## config.mk

```make
export PLATFORM = sky130hd
export DESIGN_NAME = bpsp_top
export DESIGN_NICKNAME = d
export VERILOG_FILES = /design/src/hw/bpsp_pkg.sv /design/src/hw/bpsp_top.sv
export SDC_FILE = /design/constraint.sdc
export NUM_CORES = 1
export LEC_CHECK = 0
export BUFFER_PORTS_ARGS = -buffer_cell sky130_fd_sc_hd__clkbuf_2
export CAP_MARGIN = 20
export CORE_ASPECT_RATIO = 0.7
export CORE_MARGIN = 8
export CORE_UTILIZATION = 40
export DETAILED_ROUTE_END_ITERATION = 16
export HOLD_SLACK_MARGIN = 0.06
export PLACE_DENSITY_LB_ADDON = 0.1
export SLEW_MARGIN = 20
export SYNTH_ARGS = -nofsm -noshare
export SYNTH_HDL_FRONTEND = slang
export SYNTH_SLANG_ARGS = --single-unit
export TNS_END_PERCENT = 1
```

## constraint.sdc

```tcl
create_clock -name aclk -period 5.5 [get_ports aclk]
set_clock_uncertainty 0.05 [all_clocks]
set_input_delay 1.1 -clock aclk [delete_from_list [all_inputs] [get_ports aclk]]
set_output_delay 1.1 -clock aclk [all_outputs]
set_load 0.03 [all_outputs]
```

## src/hw/bpsp_pkg.sv

```systemverilog
package bpsp_pkg;

    // Register indices as printed; the byte address is four times the index
    localparam logic [9:0]  IDX_BYTE_DATA      = 10'h008;
    localparam logic [9:0]  IDX_CTRL_DATA      = 10'h009;
    localparam logic [9:0]  IDX_BYTE_DIR       = 10'h088;
    localparam logic [9:0]  IDX_STATUS_CTRL    = 10'h089;
    localparam logic [9:0]  IDX_ANALOG_CFG     = 10'h09F;
    localparam logic [9:0]  IDX_XFER_IRQ       = 10'h0A0;
    localparam int          ADDR_W             = 12;

    // slave_port_status_ctrl fields
    localparam int          SC_INPUT_FULL      = 7;
    localparam int          SC_OUTPUT_FULL     = 6;
    localparam int          SC_OVERRUN         = 5;
    localparam int          SC_SLAVE_MODE      = 4;
    localparam int          SC_DIR_MSB         = 2;

    // slave_xfer_irq fields
    localparam int          IRQ_FLAG           = 0;
    localparam int          IRQ_ENABLE         = 1;

    // analog_pin_config fields
    localparam int          AC_SELECT_MSB      = 3;
    localparam int          AC_FORMAT          = 7;
    // Selections at or above this code leave all control pins digital
    localparam logic [3:0]  ANALOG_DIGITAL_MIN = 4'h6;

    // Control pin roles in slave mode
    localparam int          PIN_RD             = 0;
    localparam int          PIN_WR             = 1;
    localparam int          PIN_CS             = 2;

    // Reset values
    localparam logic [7:0]  RST_BYTE_DIR       = 8'hFF;
    localparam logic [2:0]  RST_CTRL_DIR       = 3'h7;
    localparam logic [7:0]  RST_ANALOG_CFG     = 8'h00;
    localparam logic [7:0]  RST_LATCH          = 8'h00;

    localparam logic [1:0]  RESP_OKAY          = 2'h0;
    localparam logic [1:0]  RESP_SLVERR        = 2'h2;

    typedef enum {
        BPSP_SEL_BYTE_DATA,
        BPSP_SEL_CTRL_DATA,
        BPSP_SEL_BYTE_DIR,
        BPSP_SEL_STATUS,
        BPSP_SEL_ANALOG,
        BPSP_SEL_IRQ,
        BPSP_SEL_NONE
    } bpsp_sel_t;

endpackage

```

## src/hw/bpsp_top.sv

```systemverilog
// Function
// - Each byte pin is GPIO or slave data bit, chosen by slave mode bit.
// - Three control pins, each with its own direction bit.
// - In slave mode, control pins are read, write and chip-select; their direction bits still apply.
// - Control pins selected analog read as zero in port data.
// - Direction bits drive control pin outputs even when analog.
// - After reset control pins are analog and read zero.
// - Control pin 0 is active-low read strobe in slave mode.
// - Write strobe low with chip selected latches byte pins into input.
// - Control pin 2 is active-low chip select; high ignores strobes.
// - Status bit 7 is read-only input-full flag.
// - Status bit 6 is read-only output-full flag.
// - Bit 5 set on write while input unread; cleared by writing zero.
// - Slave mode bit: one slave port, zero general I/O.
// - Status bit 3 is unimplemented and reads zero.
// - Status bits 2..0 set control pin direction; one is input.
// - Input-full sets shortly after write ends; in slave mode only data read clears it.
// - Read start clears output-full until firmware writes data again.
// - Outside slave mode full flags held clear; overrun kept.
// - Completed external transfer sets latched interrupt flag, gated by enable.
//
// The AXI4-Lite slave port was chosen for this implementation.
`timescale 1ns/1ps
`default_nettype none
module bpsp_top
    import bpsp_pkg::*;
(
    input  wire logic              aclk,
    input  wire logic              aresetn,
    input  wire logic [ADDR_W-1:0] s_axi_awaddr,
    input  wire logic              s_axi_awvalid,
    output logic                   s_axi_awready,
    input  wire logic [31:0]       s_axi_wdata,
    input  wire logic [3:0]        s_axi_wstrb,
    input  wire logic              s_axi_wvalid,
    output logic                   s_axi_wready,
    output logic [1:0]             s_axi_bresp,
    output logic                   s_axi_bvalid,
    input  wire logic              s_axi_bready,
    input  wire logic [ADDR_W-1:0] s_axi_araddr,
    input  wire logic              s_axi_arvalid,
    output logic                   s_axi_arready,
    output logic [31:0]            s_axi_rdata,
    output logic [1:0]             s_axi_rresp,
    output logic                   s_axi_rvalid,
    input  wire logic              s_axi_rready,
    input  wire logic [7:0]        byte_pin_i,
    output logic [7:0]             byte_pin_o,
    output logic [7:0]             byte_pin_oe,
    input  wire logic [2:0]        ctrl_pin_i,
    output logic [2:0]             ctrl_pin_o,
    output logic [2:0]             ctrl_pin_oe,
    output logic                   slave_xfer_irq
);

    function automatic bpsp_sel_t decode(input logic [ADDR_W-1:0] addr);
        bpsp_sel_t sel;
        sel = BPSP_SEL_NONE;
        if (addr[1:0] == 2'h0) begin
            case (addr[ADDR_W-1:2])
                IDX_BYTE_DATA:   sel = BPSP_SEL_BYTE_DATA;
                IDX_CTRL_DATA:   sel = BPSP_SEL_CTRL_DATA;
                IDX_BYTE_DIR:    sel = BPSP_SEL_BYTE_DIR;
                IDX_STATUS_CTRL: sel = BPSP_SEL_STATUS;
                IDX_ANALOG_CFG:  sel = BPSP_SEL_ANALOG;
                IDX_XFER_IRQ:    sel = BPSP_SEL_IRQ;
                default:         sel = BPSP_SEL_NONE;
            endcase
        end
        return sel;
    endfunction

    // Registers
    logic [7:0]        out_latch_ff;
    logic [7:0]        in_latch_ff;
    logic [2:0]        ctrl_latch_ff;
    logic [7:0]        byte_dir_ff;
    logic [2:0]        ctrl_dir_ff;
    logic              slave_mode_select_ff;
    logic              input_full_flag_ff;
    logic              output_full_flag_ff;
    logic              input_overrun_flag_ff;
    logic [3:0]        analog_pin_select_ff;
    logic              analog_format_ff;
    logic              slave_xfer_irq_flag_ff;
    logic              slave_xfer_irq_enable_ff;

    // Bus slave state
    logic              aw_held_ff;
    logic              w_held_ff;
    logic [ADDR_W-1:0] aw_addr_ff;
    logic [31:0]       w_data_ff;
    logic [3:0]        w_strb_ff;
    logic              awready_ff;
    logic              wready_ff;
    logic              bvalid_ff;
    logic [1:0]        bresp_ff;
    logic              arready_ff;
    logic              rvalid_ff;
    logic [31:0]       rdata_ff;
    logic [1:0]        rresp_ff;

    // Pin synchronisers: three stages, accepted when stages two and three agree
    logic [10:0]       pin_s1_ff;
    logic [10:0]       pin_s2_ff;
    logic [10:0]       pin_s3_ff;
    logic [10:0]       pin_filt_ff;
    logic              wr_act_ff;
    logic              rd_act_ff;
    logic              wr_done_ff;
    logic              rd_done_ff;

    logic [7:0]        byte_pin_o_ff;
    logic [7:0]        byte_pin_oe_ff;
    logic [2:0]        ctrl_pin_o_ff;
    logic [2:0]        ctrl_pin_oe_ff;
    logic              slave_xfer_irq_ff;

    logic              wr_fire;
    logic              rd_fire;
    bpsp_sel_t         wr_sel;
    bpsp_sel_t         rd_sel;
    logic [7:0]        wbyte;
    logic              wr_lane;
    logic [7:0]        pins_byte;
    logic [2:0]        pins_ctrl;
    logic              ctrl_analog;
    logic              cs_n;
    logic              wr_n;
    logic              rd_n;
    logic              wr_act;
    logic              rd_act;
    logic              wr_start;
    logic              rd_start;
    logic              byte_data_read;
    logic [7:0]        status_rd;
    logic [7:0]        rd_value;

    assign wr_fire   = aw_held_ff && w_held_ff && !bvalid_ff;
    assign rd_fire   = s_axi_arvalid && arready_ff;
    assign wr_sel    = decode(aw_addr_ff);
    assign rd_sel    = decode(s_axi_araddr);
    assign wbyte     = w_data_ff[7:0];
    assign wr_lane   = wr_fire && w_strb_ff[0];
    assign pins_byte = pin_filt_ff[7:0];
    assign pins_ctrl = pin_filt_ff[10:8];

    assign ctrl_analog = analog_pin_select_ff < ANALOG_DIGITAL_MIN;

    // Strobes used only after synchronising and filtering
    assign cs_n   = pins_ctrl[PIN_CS];
    assign wr_n   = pins_ctrl[PIN_WR];
    assign rd_n   = pins_ctrl[PIN_RD];
    // Chip select high masks both strobes
    assign wr_act = slave_mode_select_ff && !cs_n && !wr_n;
    assign rd_act = slave_mode_select_ff && !cs_n && !rd_n;
    assign wr_start = wr_act && !wr_act_ff;
    assign rd_start = rd_act && !rd_act_ff;
    assign byte_data_read = rd_fire && rd_sel == BPSP_SEL_BYTE_DATA;

    assign status_rd = {input_full_flag_ff, output_full_flag_ff,
                        input_overrun_flag_ff, slave_mode_select_ff,
                        1'b0, ctrl_dir_ff};

    always_comb begin
        rd_value = 8'h00;
        case (rd_sel)
            // Slave mode returns the input latch, otherwise the pins
            BPSP_SEL_BYTE_DATA: rd_value = slave_mode_select_ff ?
                                           in_latch_ff : pins_byte;
            BPSP_SEL_CTRL_DATA: rd_value = ctrl_analog ? 8'h00 :
                                           {5'h00, pins_ctrl};
            BPSP_SEL_BYTE_DIR:  rd_value = byte_dir_ff;
            BPSP_SEL_STATUS:    rd_value = status_rd;
            BPSP_SEL_ANALOG:    rd_value = {analog_format_ff, 3'h0,
                                            analog_pin_select_ff};
            BPSP_SEL_IRQ:       rd_value = {6'h00, slave_xfer_irq_enable_ff,
                                            slave_xfer_irq_flag_ff};
            default:            rd_value = 8'h00;
        endcase
    end

    // Write address and data channels, taken in either order
    always_ff @(posedge aclk) begin
        if (!aresetn) begin
            aw_held_ff <= 1'b0;
            awready_ff <= 1'b1;
            aw_addr_ff <= '0;
        end else if (s_axi_awvalid && awready_ff) begin
            aw_held_ff <= 1'b1;
            awready_ff <= 1'b0;
            aw_addr_ff <= s_axi_awaddr;
        end else if (wr_fire) begin
            aw_held_ff <= 1'b0;
            awready_ff <= 1'b1;
        end
    end

    always_ff @(posedge aclk) begin
        if (!aresetn) begin
            w_held_ff <= 1'b0;
            wready_ff <= 1'b1;
            w_data_ff <= 32'h0000_0000;
            w_strb_ff <= 4'h0;
        end else if (s_axi_wvalid && wready_ff) begin
            w_held_ff <= 1'b1;
            wready_ff <= 1'b0;
            w_data_ff <= s_axi_wdata;
            w_strb_ff <= s_axi_wstrb;
        end else if (wr_fire) begin
            w_held_ff <= 1'b0;
            wready_ff <= 1'b1;
        end
    end

    always_ff @(posedge aclk) begin
        if (!aresetn) begin
            bvalid_ff <= 1'b0;
            bresp_ff  <= RESP_OKAY;
        end else if (wr_fire) begin
            bvalid_ff <= 1'b1;
            bresp_ff  <= (wr_sel == BPSP_SEL_NONE) ? RESP_SLVERR : RESP_OKAY;
        end else if (bvalid_ff && s_axi_bready) begin
            bvalid_ff <= 1'b0;
        end
    end

    // Read channel answers one cycle after the address is taken
    always_ff @(posedge aclk) begin
        if (!aresetn) begin
            arready_ff <= 1'b1;
            rvalid_ff  <= 1'b0;
            rdata_ff   <= 32'h0000_0000;
            rresp_ff   <= RESP_OKAY;
        end else if (rd_fire) begin
            arready_ff <= 1'b0;
            rvalid_ff  <= 1'b1;
            rdata_ff   <= {24'h00_0000, rd_value};
            rresp_ff   <= (rd_sel == BPSP_SEL_NONE) ? RESP_SLVERR : RESP_OKAY;
        end else if (rvalid_ff && s_axi_rready) begin
            arready_ff <= 1'b1;
            rvalid_ff  <= 1'b0;
        end
    end

    // Software-owned configuration
    always_ff @(posedge aclk) begin
        if (!aresetn) begin
            byte_dir_ff              <= RST_BYTE_DIR;
            ctrl_dir_ff              <= RST_CTRL_DIR;
            slave_mode_select_ff     <= 1'b0;
            analog_pin_select_ff     <= RST_ANALOG_CFG[AC_SELECT_MSB:0];
            analog_format_ff         <= RST_ANALOG_CFG[AC_FORMAT];
            slave_xfer_irq_enable_ff <= 1'b0;
            out_latch_ff             <= RST_LATCH;
            ctrl_latch_ff            <= RST_LATCH[2:0];
        end else if (wr_lane) begin
            case (wr_sel)
                BPSP_SEL_BYTE_DATA: out_latch_ff <= wbyte;
                BPSP_SEL_CTRL_DATA: ctrl_latch_ff <= wbyte[2:0];
                BPSP_SEL_BYTE_DIR:  byte_dir_ff <= wbyte;
                BPSP_SEL_STATUS: begin
                    slave_mode_select_ff <= wbyte[SC_SLAVE_MODE];
                    ctrl_dir_ff <= wbyte[SC_DIR_MSB:0];
                end
                BPSP_SEL_ANALOG: begin
                    analog_pin_select_ff <= wbyte[AC_SELECT_MSB:0];
                    analog_format_ff     <= wbyte[AC_FORMAT];
                end
                BPSP_SEL_IRQ: slave_xfer_irq_enable_ff <= wbyte[IRQ_ENABLE];
                default: ;
            endcase
        end
    end

    always_ff @(posedge aclk) begin
        if (!aresetn) begin
            // All stages start at the idle level so no false strobe follows reset
            pin_s1_ff   <= 11'h7FF;
            pin_s2_ff   <= 11'h7FF;
            pin_s3_ff   <= 11'h7FF;
            pin_filt_ff <= 11'h7FF;
        end else begin
            pin_s1_ff <= {ctrl_pin_i, byte_pin_i};
            pin_s2_ff <= pin_s1_ff;
            pin_s3_ff <= pin_s2_ff;
            for (int i = 0; i < 11; i++) begin
                if (pin_s2_ff[i] == pin_s3_ff[i]) begin
                    pin_filt_ff[i] <= pin_s3_ff[i];
                end
            end
        end
    end

    always_ff @(posedge aclk) begin
        if (!aresetn) begin
            wr_act_ff  <= 1'b0;
            rd_act_ff  <= 1'b0;
            wr_done_ff <= 1'b0;
            rd_done_ff <= 1'b0;
        end else begin
            wr_act_ff  <= wr_act;
            rd_act_ff  <= rd_act;
            // One cycle pause stands in for the wait to the next phase
            wr_done_ff <= wr_act_ff && !wr_act;
            rd_done_ff <= rd_act_ff && !rd_act;
        end
    end

    // Bytes follow the pins for the whole strobe; the last one wins
    always_ff @(posedge aclk) begin
        if (!aresetn) begin
            in_latch_ff <= RST_LATCH;
        end else if (wr_act) begin
            in_latch_ff <= pins_byte;
        end
    end

    // Set beats a same-cycle clear by the processor read
    always_ff @(posedge aclk) begin
        if (!aresetn) begin
            input_full_flag_ff <= 1'b0;
        end else if (!slave_mode_select_ff) begin
            input_full_flag_ff <= 1'b0;
        end else if (wr_done_ff) begin
            input_full_flag_ff <= 1'b1;
        end else if (byte_data_read) begin
            input_full_flag_ff <= 1'b0;
        end
    end

    always_ff @(posedge aclk) begin
        if (!aresetn) begin
            output_full_flag_ff <= 1'b0;
        end else if (!slave_mode_select_ff) begin
            output_full_flag_ff <= 1'b0;
        end else if (wr_lane && wr_sel == BPSP_SEL_BYTE_DATA) begin
            output_full_flag_ff <= 1'b1;
        end else if (rd_start) begin
            output_full_flag_ff <= 1'b0;
        end
    end

    // Overrun is kept across mode changes; only writing zero clears it
    always_ff @(posedge aclk) begin
        if (!aresetn) begin
            input_overrun_flag_ff <= 1'b0;
        end else if (wr_start && input_full_flag_ff) begin
            input_overrun_flag_ff <= 1'b1;
        end else if (wr_lane && wr_sel == BPSP_SEL_STATUS
                     && !wbyte[SC_OVERRUN]) begin
            input_overrun_flag_ff <= 1'b0;
        end
    end

    always_ff @(posedge aclk) begin
        if (!aresetn) begin
            slave_xfer_irq_flag_ff <= 1'b0;
        end else if (wr_done_ff || rd_done_ff) begin
            slave_xfer_irq_flag_ff <= 1'b1;
        end else if (wr_lane && wr_sel == BPSP_SEL_IRQ
                     && !wbyte[IRQ_FLAG]) begin
            slave_xfer_irq_flag_ff <= 1'b0;
        end
    end

    always_ff @(posedge aclk) begin
        if (!aresetn) begin
            slave_xfer_irq_ff <= 1'b0;
        end else begin
            slave_xfer_irq_ff <= slave_xfer_irq_flag_ff
                                 && slave_xfer_irq_enable_ff;
        end
    end

    // Pin drivers; direction register ignored in slave mode
    always_ff @(posedge aclk) begin
        if (!aresetn) begin
            byte_pin_o_ff  <= RST_LATCH;
            byte_pin_oe_ff <= 8'h00;
        end else begin
            byte_pin_o_ff <= out_latch_ff;
            if (slave_mode_select_ff) begin
                byte_pin_oe_ff <= {8{rd_act}};
            end else begin
                byte_pin_oe_ff <= ~byte_dir_ff;
            end
        end
    end

    // Analog selection does not gate the drivers
    always_ff @(posedge aclk) begin
        if (!aresetn) begin
            ctrl_pin_o_ff  <= RST_LATCH[2:0];
            ctrl_pin_oe_ff <= 3'h0;
        end else begin
            ctrl_pin_o_ff  <= ctrl_latch_ff;
            ctrl_pin_oe_ff <= ~ctrl_dir_ff;
        end
    end

    assign s_axi_awready  = awready_ff;
    assign s_axi_wready   = wready_ff;
    assign s_axi_bvalid   = bvalid_ff;
    assign s_axi_bresp    = bresp_ff;
    assign s_axi_arready  = arready_ff;
    assign s_axi_rvalid   = rvalid_ff;
    assign s_axi_rdata    = rdata_ff;
    assign s_axi_rresp    = rresp_ff;
    assign byte_pin_o     = byte_pin_o_ff;
    assign byte_pin_oe    = byte_pin_oe_ff;
    assign ctrl_pin_o     = ctrl_pin_o_ff;
    assign ctrl_pin_oe    = ctrl_pin_oe_ff;
    assign slave_xfer_irq = slave_xfer_irq_ff;

endmodule
`default_nettype wire

```

==> flow_metrics.env <==
export IMPL_path_clk_slew_ns=0.06
export IMPL_final_net_count=745
export IMPL_clockPowerShare_pct=47.8
export IMPL_diode_insertion_count_for_antenna_repair=0
export IMPL_port_buffers=88
export IMPL_flop2flop_setup_slack_ns=3.29
export IMPL_number_of_stages_on_the_worst_hold_path=1
export IMPL_dr_first_iter_drc_count=200
export IMPL_grt_use_met2_pct=20.9
export IMPL_cts_hold_fix_buffers=0
export IMPL_netSwitchingFraction_pct=22.4
export IMPL_critPathLaunchType="input pin"
export IMPL_globalRouteOverflowTotal=0
export IMPL_post_synth_instance_area_um2=5770
export IMPL_grt_use_total_pct=13.9
export IMPL_cts_made_buffers=17
export IMPL_worst_ir_drop_vdd_v=0.000158
export IMPL_rr_worst_depth=5
export IMPL_largest_driver_fanout_on_the_critical_path=8
export IMPL_layout_area_overhead_vs_synth_pct=19.1
export IMPL_fraction_of_final_layout_cells_sized_beyond_drive_strength_1_pct=21.0
export IMPL_routed_wl_mm=12.6
export IMPL_worstReg2RegStart="aw_addr_ff[3]"
export IMPL_post_dp_hpwl_mm=9.08
export IMPL_clock_sink_count=150
export IMPL_critical_path_max_stage_delay_ns=0.53
export IMPL_fp_dieH_um=117
export IMPL_worst_endpoint_required_ns=5.75
export IMPL_min_period_ns=2.59
export IMPL_instances_no_fill=870
export IMPL_critical_path_top_delay_cell="sky130_fd_sc_hd__o211ai_2"
export IMPL_initial_utilization_pct=41.2
export IMPL_globalRouteMet3Util_pct=5.25
export IMPL_final_hold_violation_count=0
export IMPL_ctsResizeCount=0
export IMPL_cts_root_buffer_cell="sky130_fd_sc_hd__clkbuf_16"
export IMPL_clock_latency_ns=0.41
export IMPL_worst_hold_startpoint="pin_s1_ff[1]"
export IMPL_final_cell_area_um2=6880
export IMPL_dr_drc_count=0
export IMPL_yosys_register_bits=150
export IMPL_power_density_over_cell_area_nw_per_um2=353
export IMPL_average_routed_wire_per_standard_cell_um=14.5
export IMPL_p_seq_share_pct=46.6
export IMPL_yosysSeqAreaShare_pct=52.0
export IMPL_avgViaCountPerCell=4.77
export IMPL_comb_power_share_pct=5.6
export IMPL_timing_hold_worst_class="register to register"
export IMPL_floorplan_die_width_um=160
export IMPL_internal_power_mw=1.89
export IMPL_timing_final_setup_violations=0
export IMPL_die_outline_area_um2=18600
export IMPL_grt_pass1_wl_mm=20.6
export IMPL_regToRegEndpoint="byte_dir_ff[0]"
export IMPL_initial_antenna_violation_count=0
export IMPL_post_cts_setup_buffers=0
export IMPL_drt_pass1_iterations=6
export IMPL_report_final_slew_viol_count=0
export IMPL_fin_tns_setup_ns=0
export IMPL_grt_max_degree=92
export IMPL_holdPathEnd="pin_s2_ff[1]"
export IMPL_worst_ep_arrival_time_ns=2.84
export IMPL_floorplan_rows=36
export IMPL_i_o_pins=142
export IMPL_cts_htree_levels=4
export IMPL_grt_busiest_layer="met2"
export IMPL_num_fill_cells=1321
export IMPL_antenna_left=0
export IMPL_slew_limit_headroom_pct=47.8
export IMPL_ctsLongestPathBuffers=2
export IMPL_syn_avg_cell_area_um2=9.87
export IMPL_core_um2=14000
export IMPL_max_clock_freq_ghz=0.386
export IMPL_gp_congestion=0.778
export IMPL_net_switching_power_mw=0.543
export IMPL_number_of_synthesis_warnings=0
export IMPL_critical_path_class="input pin to register"
export IMPL_post_synth_num_cell_types=54
export IMPL_max_slew_worst_pin_slew_ns=0.778
export IMPL_first_global_vias=4140
export IMPL_post_place_cells=838
export IMPL_setup_worst_path_end_class="register"
export IMPL_final_hold_slack_ns=0.354
export IMPL_grt_setup_unrepaired="no"
export IMPL_overall_power_of_the_completed_layout_mw=2.43
export IMPL_num_vias=4151
export IMPL_number_of_enable_flip_flop_cells_after_synthesis=0
export IMPL_async_flop_share_pct=0
export IMPL_outcome="finished, final reports clean"
export IMPL_portion_of_the_clock_cycle_consumed_by_the_worst_path_in_the_final_layout_pct=47.1
export IMPL_tritoncts="built"
export IMPL_worst_path_dominant_cell_family="compound AO/OA/AOI/OAI gates"
export IMPL_cp_num_buf_inv=1
export IMPL_synth_main_ff_cell="sky130_fd_sc_hd__dfxtp_1"
export IMPL_crit_chain="clkbuf_2 -> and4bb_1 -> o211ai_2 -> mux2_2 -> a221oi_1 -> o21ai_1"
export IMPL_postSynthCellCount=585
export IMPL_max_cap_viol=0
export IMPL_grt_use_met1_pct=18.2
export IMPL_leakage_power_of_the_design_nw=2.80
export IMPL_placement_cell_area_um2=6270
==> flip-flops by register name, indices dropped and copies added, names as in the netlist, 4 cells and up <==
signal                count
aw_addr_ff               12
pin_filt_ff              11
pin_s1_ff                11
pin_s2_ff                11
pin_s3_ff                11
byte_dir_ff               8
byte_pin_o                8
byte_pin_oe               8
in_latch_ff               8
out_latch_ff              8
s_axi_rdata               8
w_data_ff                 8
analog_pin_select_ff      4
==> how the worst max path moves through the flow <==
stage          depth (start not counted)                  to  slack [ns]             from
2_1_floorplan                          6      s_axi_rdata[2]        2.84  s_axi_araddr[2]
3_5_place_dp                           6      s_axi_rdata[2]        2.48  s_axi_araddr[9]
5_1_grt                                6  input_full_flag_ff        2.83  s_axi_araddr[3]
6_report                               6      s_axi_rdata[2]        2.91  s_axi_araddr[9]
3_3_place_gp                           6      s_axi_rdata[2]        2.47  s_axi_araddr[9]
4_1_cts                                6      s_axi_rdata[2]        2.92  s_axi_araddr[9]
==> kinds of logic after synthesis <==
| kind of cell | share of synthesized area, % |
|---|---|
| AOI/OAI and AO/OA | 13.1 |
| buffers and inverters | 5.53 |
| DFF | 52.0 |
| muxes | 8.56 |
| other | 0.0649 |
| and+or+nand+nor | 20.8 |
==> cell usage after synthesis, types with 2 or more instances <==
cell type	number	area [um^2]
sky130_fd_sc_hd__dfxtp_1	150	3000
sky130_fd_sc_hd__nand2_1	86	323
sky130_fd_sc_hd__mux2i_1	37	370
sky130_fd_sc_hd__nand2b_1	37	231
sky130_fd_sc_hd__a21boi_0	33	248
sky130_fd_sc_hd__o21ai_0	30	150
sky130_fd_sc_hd__buf_4	26	195
sky130_fd_sc_hd__nor2b_1	23	144
sky130_fd_sc_hd__clkbuf_1	22	82.6
sky130_fd_sc_hd__a21oi_1	18	90.1
sky130_fd_sc_hd__and2_1	17	106
sky130_fd_sc_hd__nor2_1	15	56.3
sky130_fd_sc_hd__mux2_2	11	124
sky130_fd_sc_hd__and3_1	7	43.8
sky130_fd_sc_hd__inv_1	6	22.5
sky130_fd_sc_hd__a31oi_1	5	31.3
sky130_fd_sc_hd__o21ai_1	5	25.0
sky130_fd_sc_hd__a22oi_1	4	30.0
sky130_fd_sc_hd__a2bb2oi_1	4	35.0
sky130_fd_sc_hd__nand4_1	4	25.0
sky130_fd_sc_hd__buf_2	3	15.0
sky130_fd_sc_hd__nor3_1	3	15.0
sky130_fd_sc_hd__nor3b_1	3	22.5
sky130_fd_sc_hd__and3b_1	2	17.5
sky130_fd_sc_hd__and4_1	2	17.5
sky130_fd_sc_hd__nand3_1	2	10.0
sky130_fd_sc_hd__nor3_2	2	20.0
sky130_fd_sc_hd__nor4_1	2	12.5
==> power by group through the flow <==
| stage | combinational (mW) | sequential (mW) | clock [mW] |
|---|---|---|---|
| after floorplan | 0.103 | 1.16 | 0 |
| after global placement | 0.133 | 1.15 | 0 |
| after detailed placement | 0.136 | 1.15 | 0 |
| after CTS | 0.137 | 1.13 | 1.20 |
| after global routing | 0.150 | 1.13 | 1.24 |
| final | 0.136 | 1.13 | 1.16 |
==> stage by stage <==
| stage | worst slack (ns) | utilization (%) |
|---|---|---|
| 6_report | 2.91 | 49.1 |
| 5_1_grt | 2.83 | 49.1 |
| 4_1_cts | 2.92 | 49.1 |
| 3_5_place_dp | 2.48 | 44.8 |
| 3_3_place_gp | 2.47 | 44.8 |
| 2_1_floorplan | 2.84 | - |
==> metal layers <==
metal,up-vias,part of all wire [%]
met2,110,42
met5,-,0
met1,1932,51
met3,7,6.2
li1,2102,-
met4,0,0.76
==> area by class of cell <==
cell class / count / area, um^2 / area share, %
clock buffer: 21 / 450 / 6.55
clock inverter: 11 / 151 / 2.20
inverter: 6 / 22.5 / 0.328
multi-input combinational: 402 / 2550 / 37.1
sequential: 150 / 3000 / 43.7
tap: 190 / 238 / 3.46
timing repair buffer: 90 / 458 / 6.66
==> cells in the final DEF, fill, tap and decap left out, drive strengths merged, types with 3 or more instances in the layout <==
| cell type | Yosys | layout |
|---|---|---|
| o21ai | 35 | 35 |
| inv | 6 | 6 |
| a21boi | 33 | 33 |
| a31oi | 5 | 5 |
| nand2 | 86 | 86 |
| nor2b | 23 | 23 |
| and2 | 18 | 18 |
| nand2b | 37 | 37 |
| bufinv | 0 | 3 |
| a22oi | 4 | 4 |
| a21oi | 18 | 18 |
| and3 | 7 | 7 |
| nand4 | 5 | 5 |
| dfxtp | 150 | 150 |
| clkbuf | 22 | 108 |
| mux2i | 37 | 37 |
| conb | 1 | 26 |
| clkinv | 0 | 4 |
| nor4 | 3 | 3 |
| buf | 30 | 3 |
| a2bb2oi | 4 | 4 |
| mux2 | 11 | 11 |
| nor3 | 6 | 6 |
| nor2 | 15 | 15 |
| nor3b | 3 | 3 |
| clkinvlp | 0 | 4 |
No activity file was read; power rests on OpenSTA's default activity.
